File: config.mk
export PLATFORM = sky130hd
export DESIGN_NAME = irq_latch
export DESIGN_NICKNAME = d
export VERILOG_FILES = /design/src/hdl/irq_latch_pkg.sv /design/src/hdl/edge_latch_bit.sv /design/src/hdl/irq_latch.sv
export SDC_FILE = /design/constraint.sdc
export NUM_CORES = 1
export LEC_CHECK = 0
export BUFFER_PORTS_ARGS = -buffer_cell sky130_fd_sc_hd__buf_2
export CAP_MARGIN = 20
export CORE_MARGIN = 2
export CORE_UTILIZATION = 58
export DETAILED_ROUTE_END_ITERATION = 8
export GPL_ROUTABILITY_DRIVEN = 1
export GPL_TIMING_DRIVEN = 0
export PLACE_DENSITY = 0.88
export SLEW_MARGIN = 25
export SYNTH_ARGS = -nofsm -noshare
export SYNTH_HDL_FRONTEND = slang
export SYNTH_HIERARCHICAL = 1
export SYNTH_SLANG_ARGS = --single-unit
File: constraint.sdc
create_clock -name clk -period 2.3 [get_ports clk]
set_input_delay 0.69 -clock clk [delete_from_list [all_inputs] [get_ports clk]]
set_output_delay 0.69 -clock clk [all_outputs]
set_load 0.02 [all_outputs]
File: src/hdl/irq_latch_pkg.sv
package irq_latch_pkg;

  localparam int unsigned DATA_W = 8;
  localparam int unsigned ADDR_W = 5;

  // register addresses on the internal register port
  localparam logic [4:0] SOURCE_ADDR     = 5'h08;
  localparam logic [4:0] LATCH_SET_ADDR  = 5'h0A;
  localparam logic [4:0] LATCH_CLR_ADDR  = 5'h0B;
  localparam logic [4:0] FALL_SET_ADDR   = 5'h0C;
  localparam logic [4:0] FALL_CLR_ADDR   = 5'h0D;
  localparam logic [4:0] RISE_SET_ADDR   = 5'h0E;
  localparam logic [4:0] RISE_CLR_ADDR   = 5'h0F;

  // field positions
  localparam int unsigned VBUS_HIGH_DETECT_BIT  = 0;
  localparam int unsigned SESSION_VALID_BIT     = 1;
  localparam int unsigned DPLUS_HIGH_LEVEL_BIT  = 2;
  localparam int unsigned ID_PIN_GROUNDED_BIT   = 3;
  localparam int unsigned SINGLE_ENDED_ONE_BIT  = 4;
  localparam int unsigned ID_PIN_FLOATING_BIT   = 5;
  localparam int unsigned RESERVED_BIT          = 6;
  localparam int unsigned DPLUS_CARKIT_BIT      = 7;

  // bits that hold state; bit 6 reads zero
  localparam logic [7:0] IMPL_MASK   = 8'hBF;
  localparam logic [7:0] LATCH_RESET = 8'h00;
  localparam logic [7:0] FALL_RESET  = 8'h00;
  localparam logic [7:0] RISE_RESET  = 8'h00;
  localparam logic [7:0] READ_UNMAPPED = 8'h00;

  // register port request: one-cycle strobe with address and data
  typedef struct packed {
    logic       wr;
    logic       rd;
    logic [4:0] addr;
    logic [7:0] wdata;
  } reg_req_s;

  // seven detector levels, gathered in register bit order
  typedef struct packed {
    logic dplus_carkit_threshold;
    logic id_pin_floating;
    logic single_ended_one;
    logic id_pin_grounded;
    logic dplus_high_level;
    logic session_valid;
    logic vbus_high_detect;
  } detect_s;

endpackage

File: src/hdl/edge_latch_bit.sv
`timescale 1ns/100ps
// one latch bit: edge events and software set win over software clear
module edge_latch_bit (
  input  wire logic clk,
  input  wire logic resetn,
  input  wire logic level,
  input  wire logic level_prev,
  input  wire logic fall_en,
  input  wire logic rise_en,
  input  wire logic sw_set,
  input  wire logic sw_clr,
  output logic      latched
);

  logic latched_q;
  logic latched_d;
  logic fell;
  logic rose;

  always_comb begin
    fell      = level_prev & ~level & fall_en;
    rose      = ~level_prev & level & rise_en;
    latched_d = latched_q;
    if (sw_clr) begin
      latched_d = 1'b0;
    end
    // a set event in the clearing cycle is kept
    if (sw_set | fell | rose) begin
      latched_d = 1'b1;
    end
  end

  always_ff @(posedge clk or negedge resetn) begin
    if (!resetn) begin
      latched_q <= 1'b0;
    end else begin
      latched_q <= latched_d;
    end
  end

  assign latched = latched_q;

endmodule

File: src/hdl/irq_latch.sv
`timescale 1ns/100ps
module irq_latch (
  input  wire logic                  clk,
  input  wire logic                  resetn,
  input  wire irq_latch_pkg::reg_req_s req,
  input  wire irq_latch_pkg::detect_s  detect,
  output logic [7:0]                 rdata,
  output logic                       rvalid,
  output logic [7:0]                 latch_out
);

  logic [7:0] source;
  logic [7:0] source_q;
  logic [7:0] source_prev_q;
  logic [7:0] fall_q;
  logic [7:0] fall_d;
  logic [7:0] rise_q;
  logic [7:0] rise_d;
  logic [7:0] latch_w;
  logic [7:0] latch_set;
  logic [7:0] latch_clr;
  logic [7:0] rdata_q;
  logic [7:0] rdata_d;
  logic       rvalid_q;
  logic [7:0] wmask;

  // place detector levels in register bit order, bit 6 fixed low
  always_comb begin
    source = {detect.dplus_carkit_threshold, 1'b0, detect.id_pin_floating, detect.single_ended_one,
              detect.id_pin_grounded, detect.dplus_high_level, detect.session_valid,
              detect.vbus_high_detect};
  end

  always_comb begin
    wmask     = req.wdata & irq_latch_pkg::IMPL_MASK;
    latch_set = (req.wr && req.addr == irq_latch_pkg::LATCH_SET_ADDR) ? wmask : 8'h00;
    latch_clr = (req.wr && req.addr == irq_latch_pkg::LATCH_CLR_ADDR) ? wmask : 8'h00;
    fall_d    = fall_q;
    rise_d    = rise_q;
    if (req.wr) begin
      unique case (req.addr)
        irq_latch_pkg::FALL_SET_ADDR: fall_d = fall_q | wmask;
        irq_latch_pkg::FALL_CLR_ADDR: fall_d = fall_q & ~wmask;
        irq_latch_pkg::RISE_SET_ADDR: rise_d = rise_q | wmask;
        irq_latch_pkg::RISE_CLR_ADDR: rise_d = rise_q & ~wmask;
        default: ;
      endcase
    end
  end

  // edge detection looks at registered levels so both samples share one edge
  always_ff @(posedge clk or negedge resetn) begin
    if (!resetn) begin
      source_q      <= 8'h00;
      source_prev_q <= 8'h00;
      fall_q        <= irq_latch_pkg::FALL_RESET;
      rise_q        <= irq_latch_pkg::RISE_RESET;
    end else begin
      source_q      <= source;
      source_prev_q <= source_q;
      fall_q        <= fall_d;
      rise_q        <= rise_d;
    end
  end

  // bit 6 has no cell and reads zero
  genvar i;
  generate
    for (i = 0; i < 8; i++) begin : g_bit
      if (i == irq_latch_pkg::RESERVED_BIT) begin : g_rsvd
        assign latch_w[i] = 1'b0;
      end else begin : g_cell
        edge_latch_bit u_bit (
          .clk       (clk),
          .resetn    (resetn),
          .level     (source_q[i]),
          .level_prev(source_prev_q[i]),
          .fall_en   (fall_q[i]),
          .rise_en   (rise_q[i]),
          .sw_set    (latch_set[i]),
          .sw_clr    (latch_clr[i]),
          .latched   (latch_w[i])
        );
      end
    end
  endgenerate

  // both addresses of a pair read the same register
  always_comb begin
    rdata_d = rdata_q;
    if (req.rd) begin
      unique case (req.addr)
        irq_latch_pkg::SOURCE_ADDR:    rdata_d = source_q;
        irq_latch_pkg::LATCH_SET_ADDR,
        irq_latch_pkg::LATCH_CLR_ADDR: rdata_d = latch_w;
        irq_latch_pkg::FALL_SET_ADDR,
        irq_latch_pkg::FALL_CLR_ADDR:  rdata_d = fall_q;
        irq_latch_pkg::RISE_SET_ADDR,
        irq_latch_pkg::RISE_CLR_ADDR:  rdata_d = rise_q;
        default:                       rdata_d = irq_latch_pkg::READ_UNMAPPED;
      endcase
    end
  end

  always_ff @(posedge clk or negedge resetn) begin
    if (!resetn) begin
      rdata_q  <= 8'h00;
      rvalid_q <= 1'b0;
    end else begin
      rdata_q  <= rdata_d;
      rvalid_q <= req.rd;
    end
  end

  assign rdata     = rdata_q;
  assign rvalid    = rvalid_q;
  assign latch_out = latch_w;

endmodule

==> impl_metrics.env, run 1 <==
export IMPL_status="completed"
export IMPL_numCtsBuffers=5
export IMPL_cts_max_level=2
export IMPL_gr_usage_met1_pct=34.1
export IMPL_antenna_found_initial=0
export IMPL_ys_seq_area_share_pct=53.3
export IMPL_post_cts_resize_count=0
export IMPL_drc_errors=0
export IMPL_cts_tree="built"
export IMPL_syn_avg_cell_area_um2=10.6
export IMPL_hpwl_mm=3.03
export IMPL_io_pins=41
export IMPL_cp_required_ns=2.55
export IMPL_synth_edff_count=0
export IMPL_n_fill_cell=269
export IMPL_worstSetupEndpointType="flip-flop"
export IMPL_drt_pass1_iterations=4
export IMPL_wl_per_cell_um=15.8
export IMPL_routabilityCongestion=0.888
export IMPL_rsz0062_at_grt="no"
export IMPL_path_clk_slew_ns=0.12
export IMPL_numPortBuffers=35
export IMPL_grt_pass1_wl_mm=7.51
export IMPL_p_per_area_nw_per_um2=656
export IMPL_netlist_instances=191
export IMPL_root_buffer="clkbuf_4"
export IMPL_layout_min_cycle_time_ns=1.73
export IMPL_cts_hold_buf=0
export IMPL_crit_fanout=7
export IMPL_cp_data_arrival_time_ns=1.98
export IMPL_clockBufferDepth=2
export IMPL_hold_path_class="primary input to async pin"
export IMPL_setup_viol=0
export IMPL_antennaDiodeCount=0
export IMPL_grt_busiest_layer="met2"
export IMPL_wl_mm=4.44
export IMPL_die_area_um2=3970
export IMPL_core_um2=3340
export IMPL_ys_ff_latch=43
export IMPL_num_rows=21
export IMPL_cp_start_kind="primary input"
export IMPL_ant_nets=0
export IMPL_grt_pass1_vias=1554
export IMPL_syn_area_um2=2020
export IMPL_multiInputGateArea_um2=803
export IMPL_grt_start_max_net_pins=44
export IMPL_ys_async_sr_fraction_pct=100
export IMPL_grt_use_met3_pct=5.95
export IMPL_slew_headroom_pct=65.7
export IMPL_drtIter0Drc=144
export IMPL_routed_via_count=1593
export IMPL_p_leak_nw=1.18
export IMPL_area_growth_pct=15.2
export IMPL_skew_ns=0.00512
export IMPL_grt_overflow=0
export IMPL_worstMarginPinSlew_ns=0.515
export IMPL_ys_flop_type="dfrtp_1"
export IMPL_layout_drive_gt1_share_pct=24.3
export IMPL_seq_area_um2=1080
export IMPL_synth_cell_types=35
export IMPL_die_x_um=63.0
export IMPL_via_per_inst=5.67
export IMPL_grt_usage_pct=25.6
export IMPL_met2_usage_pct=38.8
export IMPL_die_y_um=63.0
export IMPL_finalMaxSlewViolations=0
export IMPL_path_class="primary input to flip-flop"
export IMPL_clk_latency_ns=0.37
export IMPL_cts_sinks=43
export IMPL_power_w=0.00153
export IMPL_fmax_ghz=0.579
export IMPL_hold_viol_final=0
export IMPL_postCtsSetupBuffers=0
export IMPL_initial_utilization_pct=60.6
export IMPL_vdd_drop_max_v=0.000376
export IMPL_fin_nets=258
export IMPL_yosysWarnings=6
export IMPL_max_cap_violations=0
export IMPL_tns_ns=0
export IMPL_period_share_pct=75.1
[critical path, cell delays in order]
cell and delay [ns]:
buf_2 0.14, nor3b_2 0.32, nand4_1 0.41, nor2_1 0.21, nand2b_1 0.13, nand4b_1 0.09
[synth_stat cells, drive strengths merged, types with 2 or more instances]
master | count | area [um2]
dfrtp | 43 | 1080
inv | 21 | 78.8
mux2i | 15 | 150
nand3b | 15 | 113
nand2 | 14 | 67.6
nor2 | 9 | 33.8
nand3 | 8 | 40.0
nor3 | 8 | 40.0
buf | 7 | 53.8
nand2b | 7 | 43.8
nand4b | 7 | 61.3
a221o | 5 | 50.1
a22oi | 5 | 37.5
o21ai | 5 | 25.0
clkbuf | 3 | 12.5
a31oi | 2 | 12.5
nand4 | 2 | 12.5
nor2b | 2 | 12.5
nor3b | 2 | 20.0
[through the flow]
step / hold slack (ns) / std cells / worst slack [ns] / utilization (%) / area, um2
2_1_floorplan: 0.386 / 192 / 0.543 / - / 2020
5_1_grt: 0.310 / 281 / 0.470 / 69.8 / 2330
3_5_place_dp: 0.417 / 273 / 0.203 / 67.6 / 2260
3_3_place_gp: 0.412 / 273 / 0.266 / 67.6 / 2260
4_1_cts: 0.411 / 281 / 0.599 / 69.7 / 2330
6_report: 0.280 / 281 / 0.572 / 69.8 / 2330
[final cells by class]
class                      instances  area share (%)
buffer                            10            2.85
clock buffer                       8            2.96
inverter                          21            3.39
multi-input combinational        118            34.5
sequential                        43            46.2
tap                               46            2.47
timing repair buffer              35            7.63
[cells by family after synthesis]
group                  Yosys count  synth area share [%]
buffers and inverters           31                  7.18
AOI/OAI and AO/OA               22                  8.11
other                            1                 0.186
muxes                           15                  7.43
DFF                             43                  53.3
and+or+nand+nor                 79                  23.8
[cell usage in the layout (no fill, tap or decap), drive strengths merged]
| cell | n |
|---|---|
| and4b | 1 |
| nand4 | 2 |
| clkbuf | 11 |
| o21ai | 5 |
| or3 | 1 |
| dfrtp | 43 |
| o211ai | 1 |
| conb | 2 |
| nand4b | 7 |
| nand2 | 14 |
| and3 | 1 |
| nand3b | 15 |
| o32ai | 1 |
| and2 | 1 |
| a22o | 1 |
| nand2b | 7 |
| o2bb2ai | 1 |
| and4 | 1 |
| a22oi | 5 |
| inv | 21 |
| nand3 | 8 |
| nor2b | 2 |
| a31oi | 2 |
| nor2 | 9 |
| nor3b | 2 |
| mux2i | 15 |
| buf | 42 |
| nor3 | 8 |
| a221o | 5 |
| a21oi | 1 |
[per-layer routing]
metal | share of wire, % | up-vias
li1 | - | 751
met1 | 44 | 782
met2 | 48 | 50
met3 | 5.8 | 10
met4 | 2.3 | 0
met5 | 0 | -
[final timing paths]
| path | cells after the start | startpoint | end | slack, ns |
|---|---|---|---|---|
| setup / recovery | 6 | req[12] | g_bit[0].g_cell.u_bit/latched | 0.57 |
| hold / removal | 1 | resetn | source_q[3] | 0.28 |
| setup reg to reg | 3 | flip-flop | rdata[5] | 1.24 |
| hold reg to reg | 0 | source_q[1] | source_prev_q[1] | 0.44 |
| max in group asynchronous | 1 | resetn | g_bit[0].g_cell.u_bit/latched | 1.67 |
| min in group clk | 1 | detect[3] | source_q[3] | 0.41 |
[where the power goes]
| group | switching [W] | internal [W] | total (W) |
|---|---|---|---|
| Sequential | 0.0000611 | 0.000828 | 0.000889 |
| Clock | 0.000246 | 0.000180 | 0.000426 |
| Combinational | 0.000123 | 0.0000891 | 0.000212 |
Power figures use the tool's default switching activity.
==> inputs of run 2 (changes only) <==
--- a/config.mk
+++ b/config.mk
@@ -5,14 +5,15 @@
 export SDC_FILE = /design/constraint.sdc
 export NUM_CORES = 1
 export LEC_CHECK = 0
+export ABC_AREA = 1
 export BUFFER_PORTS_ARGS = -buffer_cell sky130_fd_sc_hd__buf_2
 export CAP_MARGIN = 20
 export CORE_MARGIN = 2
-export CORE_UTILIZATION = 58
+export CORE_UTILIZATION = 54
 export DETAILED_ROUTE_END_ITERATION = 8
 export GPL_ROUTABILITY_DRIVEN = 1
 export GPL_TIMING_DRIVEN = 0
-export PLACE_DENSITY = 0.88
+export PLACE_DENSITY = 0.82
 export SLEW_MARGIN = 25
 export SYNTH_ARGS = -nofsm -noshare
 export SYNTH_HDL_FRONTEND = slang
==> constraint.sdc (replaced) <==
create_clock -name clk -period 1.75 [get_ports clk]
set_input_delay 0.525 -clock clk [delete_from_list [all_inputs] [get_ports clk]]
set_output_delay 0.525 -clock clk [all_outputs]
set_load 0.02 [all_outputs]
==> impl_metrics.env, run 2 <==
export IMPL_area_growth_pct=17.5
export IMPL_via_per_inst=5.30
export IMPL_yosys_area_share_simple_pct=35.0
export IMPL_setup_ws_ns=0.188
export IMPL_skew_ns=0.00294
export IMPL_synth_most_common_cell="nand2_1"
export IMPL_numCtsBuffers=5
export IMPL_wl_per_cell_um=14.1
export IMPL_fin_nets=303
export IMPL_setup_viol=0
export IMPL_yosysWarnings=6
export IMPL_path_class="primary input to flip-flop"
export IMPL_synth_edff_count=0
export IMPL_antenna_found_initial=0
export IMPL_hold_worst_slack_ns=0.203
export IMPL_hpwl_mm=3.20
export IMPL_synthAdderAreaFrac_pct=0
export IMPL_max_cap_violations=0
export IMPL_most_common_layout_cells="63 x nand2_1, 43 x dfrtp_1, 37 x buf_2, 19 x inv_1, 15 x nor2_1"
export IMPL_die_area_um2=4430
export IMPL_grt_pass1_vias=1673
export IMPL_slowest_delay_ns=0.21
export IMPL_postLayoutCoreUtil_pct=66.8
export IMPL_ys_ff_latch=43
export IMPL_worstRegToRegCells=4
export IMPL_crit_chain="buf_2 > buf_6 > inv_6 > nor3_4 > nand3_2 > nor2_1 > inv_1 > a21oi_1 > nand3_1"
export IMPL_core_um2=3720
export IMPL_ys_seq_area_share_pct=50.9
export IMPL_layout_drive_gt1_share_pct=23.9
export IMPL_vdd_drop_max_v=0.000764
export IMPL_final_cells=328
export IMPL_root_buffer="clkbuf_8"
export IMPL_yosys_area_top_type="dfrtp_1"
export IMPL_cts_hold_buf=0
export IMPL_synth_commonest_cells="63 x nand2_1, 43 x dfrtp_1, 19 x inv_1"
export IMPL_worstMarginPinSlew_ns=0.591
export IMPL_numPortBuffers=37
export IMPL_drtIter0Drc=158
export IMPL_hold_viol_final=0
export IMPL_netlist_instances=234
export IMPL_cp_data_arrival_time_ns=1.74
export IMPL_worstSetupEndpointType="flip-flop"
export IMPL_routabilityCongestion=0.788
export IMPL_status="completed"
export IMPL_wl_mm=4.61
export IMPL_dp_slack_ns=-0.113
export IMPL_cp_slowest_cell="nor3_4"
export IMPL_clockBufferDepth=2
export IMPL_crit_fanout=10
export IMPL_p_leak_nw=1.24
export IMPL_grt_overflow=0
export IMPL_syn_avg_cell_area_um2=9.03
export IMPL_cts_tree="built"
export IMPL_crit_family="simple AND/OR/NAND/NOR gates"
export IMPL_slew_headroom_pct=60.3
export IMPL_clk_latency_ns=0.29
export IMPL_drc_errors=0
export IMPL_dp_cells=320
export IMPL_ys_flop_type="dfrtp_1"
export IMPL_ant_nets=0
export IMPL_synth_compound_area_share_pct=7.46
export IMPL_synth_cell_types=25
export IMPL_cp_num_cells=9
export IMPL_grt_start_max_net_pins=44
export IMPL_cts_sinks=43
export IMPL_die_y_um=66.5
export IMPL_grt_pass1_wl_mm=7.81
export IMPL_path_clk_slew_ns=0.08
export IMPL_post_cts_resize_count=0
export IMPL_cts_max_level=2
export IMPL_path_buf_inv=4
export IMPL_die_x_um=66.5
export IMPL_grt_usage_pct=24.2
export IMPL_cp_start_kind="primary input"
export IMPL_initial_utilization_pct=56.8
export IMPL_fmax_ghz=0.640
export IMPL_routed_via_count=1738
export IMPL_cp_required_ns=1.93
export IMPL_antennaDiodeCount=0
export IMPL_final_common_cell="nand2_1"
export IMPL_layout_min_cycle_time_ns=1.56
export IMPL_cp_startpoint="req[9]"
export IMPL_finalMaxSlewViolations=0
export IMPL_synthMuxAreaShare_pct=0
export IMPL_regToRegStartpoint="source_q[5]"
export IMPL_num_rows=22
export IMPL_ys_async_sr_fraction_pct=100
export IMPL_p_per_area_nw_per_um2=945
export IMPL_synth_top_family_by_area="simple AND/OR/NAND/NOR gates"
export IMPL_syn_area_um2=2110
export IMPL_period_share_pct=89.2
export IMPL_drt_pass1_iterations=4
export IMPL_rsz0062_at_grt="no"
export IMPL_synth_top_area_share_pct=50.9
export IMPL_tns_ns=0
export IMPL_synthXorXnorAreaFrac_pct=0
export IMPL_hold_path_class="primary input to async pin"
export IMPL_io_pins=41
export IMPL_postCtsSetupBuffers=0
export IMPL_ys_top_cells_by_area="dfrtp_1 51%, nand2_1 11%, nand3b_1 5.0%"
## run 2: metal layers
layer | global-route usage [%] | vias up | share of wire (%)
li1 | - | 865 | -
met1 | 32.5 | 818 | 45
met2 | 37.9 | 51 | 48
met3 | 6.59 | 4 | 5.7
met4 | 7.91 | 0 | 1.0
met5 | 0 | - | 0
## run 2: worst reg2reg max path: cells and delay by family, from the launching register on
kind	cells	cell delay (ns)
AO/OA/AOI/OAI	1	0.18
AND/OR/NAND/NOR	3	0.24
flip-flops	1	0.42
## run 2: metrics by stage
stage               area, um2  total power, W
floorplan                2120         0.00142
global placement         2360         0.00156
detailed placement       2360         0.00157
CTS                      2480         0.00235
global route             2480         0.00246
finish                   2480         0.00234
## run 2: layout make-up
type	instances	area, um2
timing repair buffer	37	188
multi-input combinational	164	905
inverter	22	88.8
clock buffer	6	82.6
buffer	6	46.3
clock inverter	2	35.0
sequential	43	1080
fill	306	1230
tap	48	60.1
## run 2: where the power goes
group          switching (W)  internal (W)
combinational       0.000210      0.000131
sequential         0.0000955       0.00111
clock               0.000334      0.000462
total               0.000639       0.00171
## run 2: logic make-up after synthesis
logic type	count (synthesis)
DFF	43
and+or+nand+nor	134
other	1
buffers and inverters	28
AOI/OAI and AO/OA	28
## run 2: final timing paths
path / to / slack [ns]
min: source_q[5] / 0.20
min reg2reg: source_prev_q[4] / 0.44
max in group asynchronous: rdata[1] / 1.19
min in group clk: source_q[4] / 0.33
max: g_bit[7].g_cell.u_bit/latched / 0.19
max reg2reg: rdata[5] / 0.79
==> inputs of run 3 (changes only) <==
--- a/config.mk
+++ b/config.mk
@@ -5,7 +5,7 @@
 export SDC_FILE = /design/constraint.sdc
 export NUM_CORES = 1
 export LEC_CHECK = 0
-export ABC_AREA = 1
+export ABC_AREA = 0
 export BUFFER_PORTS_ARGS = -buffer_cell sky130_fd_sc_hd__buf_2
 export CAP_MARGIN = 20
 export CORE_MARGIN = 2
@@ -13,7 +13,7 @@
 export DETAILED_ROUTE_END_ITERATION = 8
 export GPL_ROUTABILITY_DRIVEN = 1
 export GPL_TIMING_DRIVEN = 0
-export PLACE_DENSITY = 0.82
+export PLACE_DENSITY = 0.83
 export SLEW_MARGIN = 25
 export SYNTH_ARGS = -nofsm -noshare
 export SYNTH_HDL_FRONTEND = slang
==> impl_metrics.env, run 3 (synthesis gave the netlist of run 1 again) <==
export IMPL_grt_usage_pct=22.3
export IMPL_power_w=0.00226
export IMPL_combPwrFrac_pct=12.3
export IMPL_period_share_pct=93.5
export IMPL_wl_mm=4.40
export IMPL_routabilityCongestion=0.845
export IMPL_fmax_ghz=0.611
export IMPL_initial_utilization_pct=55.6
export IMPL_cts_tree="built"
export IMPL_drc_errors=0
export IMPL_setup_viol=0
export IMPL_clk_latency_ns=0.30
export IMPL_status="completed"
export IMPL_p_leak_nw=1.20
export IMPL_wl_met1_mm=1.92
export IMPL_cp_start_kind="primary input"
export IMPL_p_clk_share_pct=35.9
export IMPL_layout_drive_gt1_share_pct=24.7
export IMPL_slew_headroom_pct=64.9
export IMPL_numCtsBuffers=5
export IMPL_die_area_um2=4250
export IMPL_grt_start_max_net_pins=44
export IMPL_worstSetupEndpointType="flip-flop"
export IMPL_final_common_cell="dfrtp_1"
export IMPL_crit_fanout=7
export IMPL_die_y_um=65.2
export IMPL_ant_nets=0
export IMPL_hold_viol_final=0
export IMPL_route_met3_wl_um=251
export IMPL_die_x_um=65.2
export IMPL_clockBufferDepth=2
export IMPL_area_growth_pct=17.8
export IMPL_drt_pass1_iterations=4
export IMPL_drtIter0Drc=143
export IMPL_pwr_share_seq_pct=51.9
export IMPL_cts_sinks=43
export IMPL_p_int_w=0.00167
export IMPL_finalMaxSlewViolations=0
export IMPL_p_per_area_nw_per_um2=948
export IMPL_postLayoutCoreUtil_pct=65.5
export IMPL_grt_pass1_wl_mm=6.93
export IMPL_dr_max_layer_used="met4"
export IMPL_max_cap_violations=0
export IMPL_path_clk_slew_ns=0.08
export IMPL_core_um2=3630
export IMPL_cts_hold_buf=0
export IMPL_cts_max_level=2
export IMPL_p_switching_w=0.000588
export IMPL_skew_ns=0.00610
export IMPL_grt_pass1_vias=1477
export IMPL_cp_required_ns=1.91
export IMPL_layout_min_cycle_time_ns=1.64
export IMPL_vdd_drop_max_v=0.000516
export IMPL_post_cts_resize_count=0
export IMPL_tns_ns=0
export IMPL_fin_nets=258
export IMPL_numPortBuffers=35
export IMPL_swShare_pct=26.1
export IMPL_antenna_found_initial=0
export IMPL_worstMarginPinSlew_ns=0.526
export IMPL_route_met2_wl_mm=2.09
export IMPL_hold_path_class="primary input to async pin"
export IMPL_root_buffer="clkbuf_8"
export IMPL_grt_overflow=0
export IMPL_hpwl_mm=2.96
export IMPL_via_per_inst=5.60
export IMPL_wl_per_cell_um=15.5
export IMPL_io_pins=41
export IMPL_antennaDiodeCount=0
export IMPL_most_common_layout_cells="43 x dfrtp_1, 35 x buf_2, 21 x inv_1, 15 x mux2i_1, 15 x nand3b_1"
export IMPL_cp_data_arrival_time_ns=1.80
export IMPL_postCtsSetupBuffers=0
export IMPL_rsz0062_at_grt="no"
export IMPL_routed_via_count=1586
export IMPL_n_fill_cell=315
export IMPL_path_class="primary input to flip-flop"
export IMPL_num_rows=22
run 3: cell count changes in the layout (fill, tap and decap cells not counted), moves of 6 or more:
cell / previous run / this run
a21oi_1: 7 / 1
mux2i_1: 0 / 15
nand2_1: 63 / 8
nand2b_1: 0 / 7
nand3_1: 14 / 8
nand4_1: 14 / 2
nand4b_1: 0 / 7
nor2_1: 15 / 9
nor3_1: 0 / 8
o21ai_1: 14 / 5
o21bai_1: 7 / 0
run 3: final timing paths:
check,start,to,slack (ns),cells after the start
max in group asynchronous,resetn,async pin,1.19,1
worst max-delay path,req[12],g_bit[0].g_cell.u_bit/latched,0.11,6
min in group clk,detect[1],source_q[1],0.32,1
worst min register to register,source_q[0],source_prev_q[0],0.43,0
worst min-delay path,resetn,source_q[4],0.20,1
worst max register to register,flip-flop,rdata[5],0.70,3
run 3: cell type report:
| cell class | instances | area [um2] | area share, % |
|---|---|---|---|
| plain buffers | 10 | 66.3 | 2.79 |
| clock buffers | 6 | 82.6 | 3.47 |
| clock inverters | 2 | 35.0 | 1.47 |
| inverters | 21 | 78.8 | 3.31 |
| multi-input cells | 118 | 803 | 33.8 |
| flip-flops and latches | 43 | 1080 | 45.2 |
| well taps | 48 | 60.1 | 2.52 |
| repair buffers | 35 | 178 | 7.47 |
run 3: critical path, stage by stage:
cell	delay (ns)
buf_2	0.14
nor3b_2	0.30
nand4_1	0.42
nor2_1	0.18
nand2b_1	0.12
nand4b_1	0.12
run 3: metrics by stage:
stage / hold slack, ns / setup slack (ns) / instances / instance area (um2)
2_1_floorplan: 0.229 / 0.158 / 192 / 2020
3_3_place_gp: 0.407 / -0.151 / 275 / 2260
3_5_place_dp: 0.411 / -0.167 / 275 / 2260
4_1_cts: 0.317 / 0.150 / 283 / 2380
5_1_grt: 0.233 / 0.0673 / 283 / 2380
6_report: 0.199 / 0.113 / 283 / 2380
run 3: layer usage:
layer  vias up  track usage, %
met5         -               0
met4         0            12.0
met3        16            5.48
met2        52            34.3
met1       763            29.2
li1        755               -
run 3: power groups by stage:
stage                     clock network [W]  logic [W]  registers, W
after global placement                    0   0.000267       0.00118
after detailed placement                  0   0.000276       0.00119
after CTS                          0.000813   0.000278       0.00117
after global routing               0.000861   0.000307       0.00118
final                              0.000809   0.000276       0.00117
after floorplan                           0   0.000158       0.00118
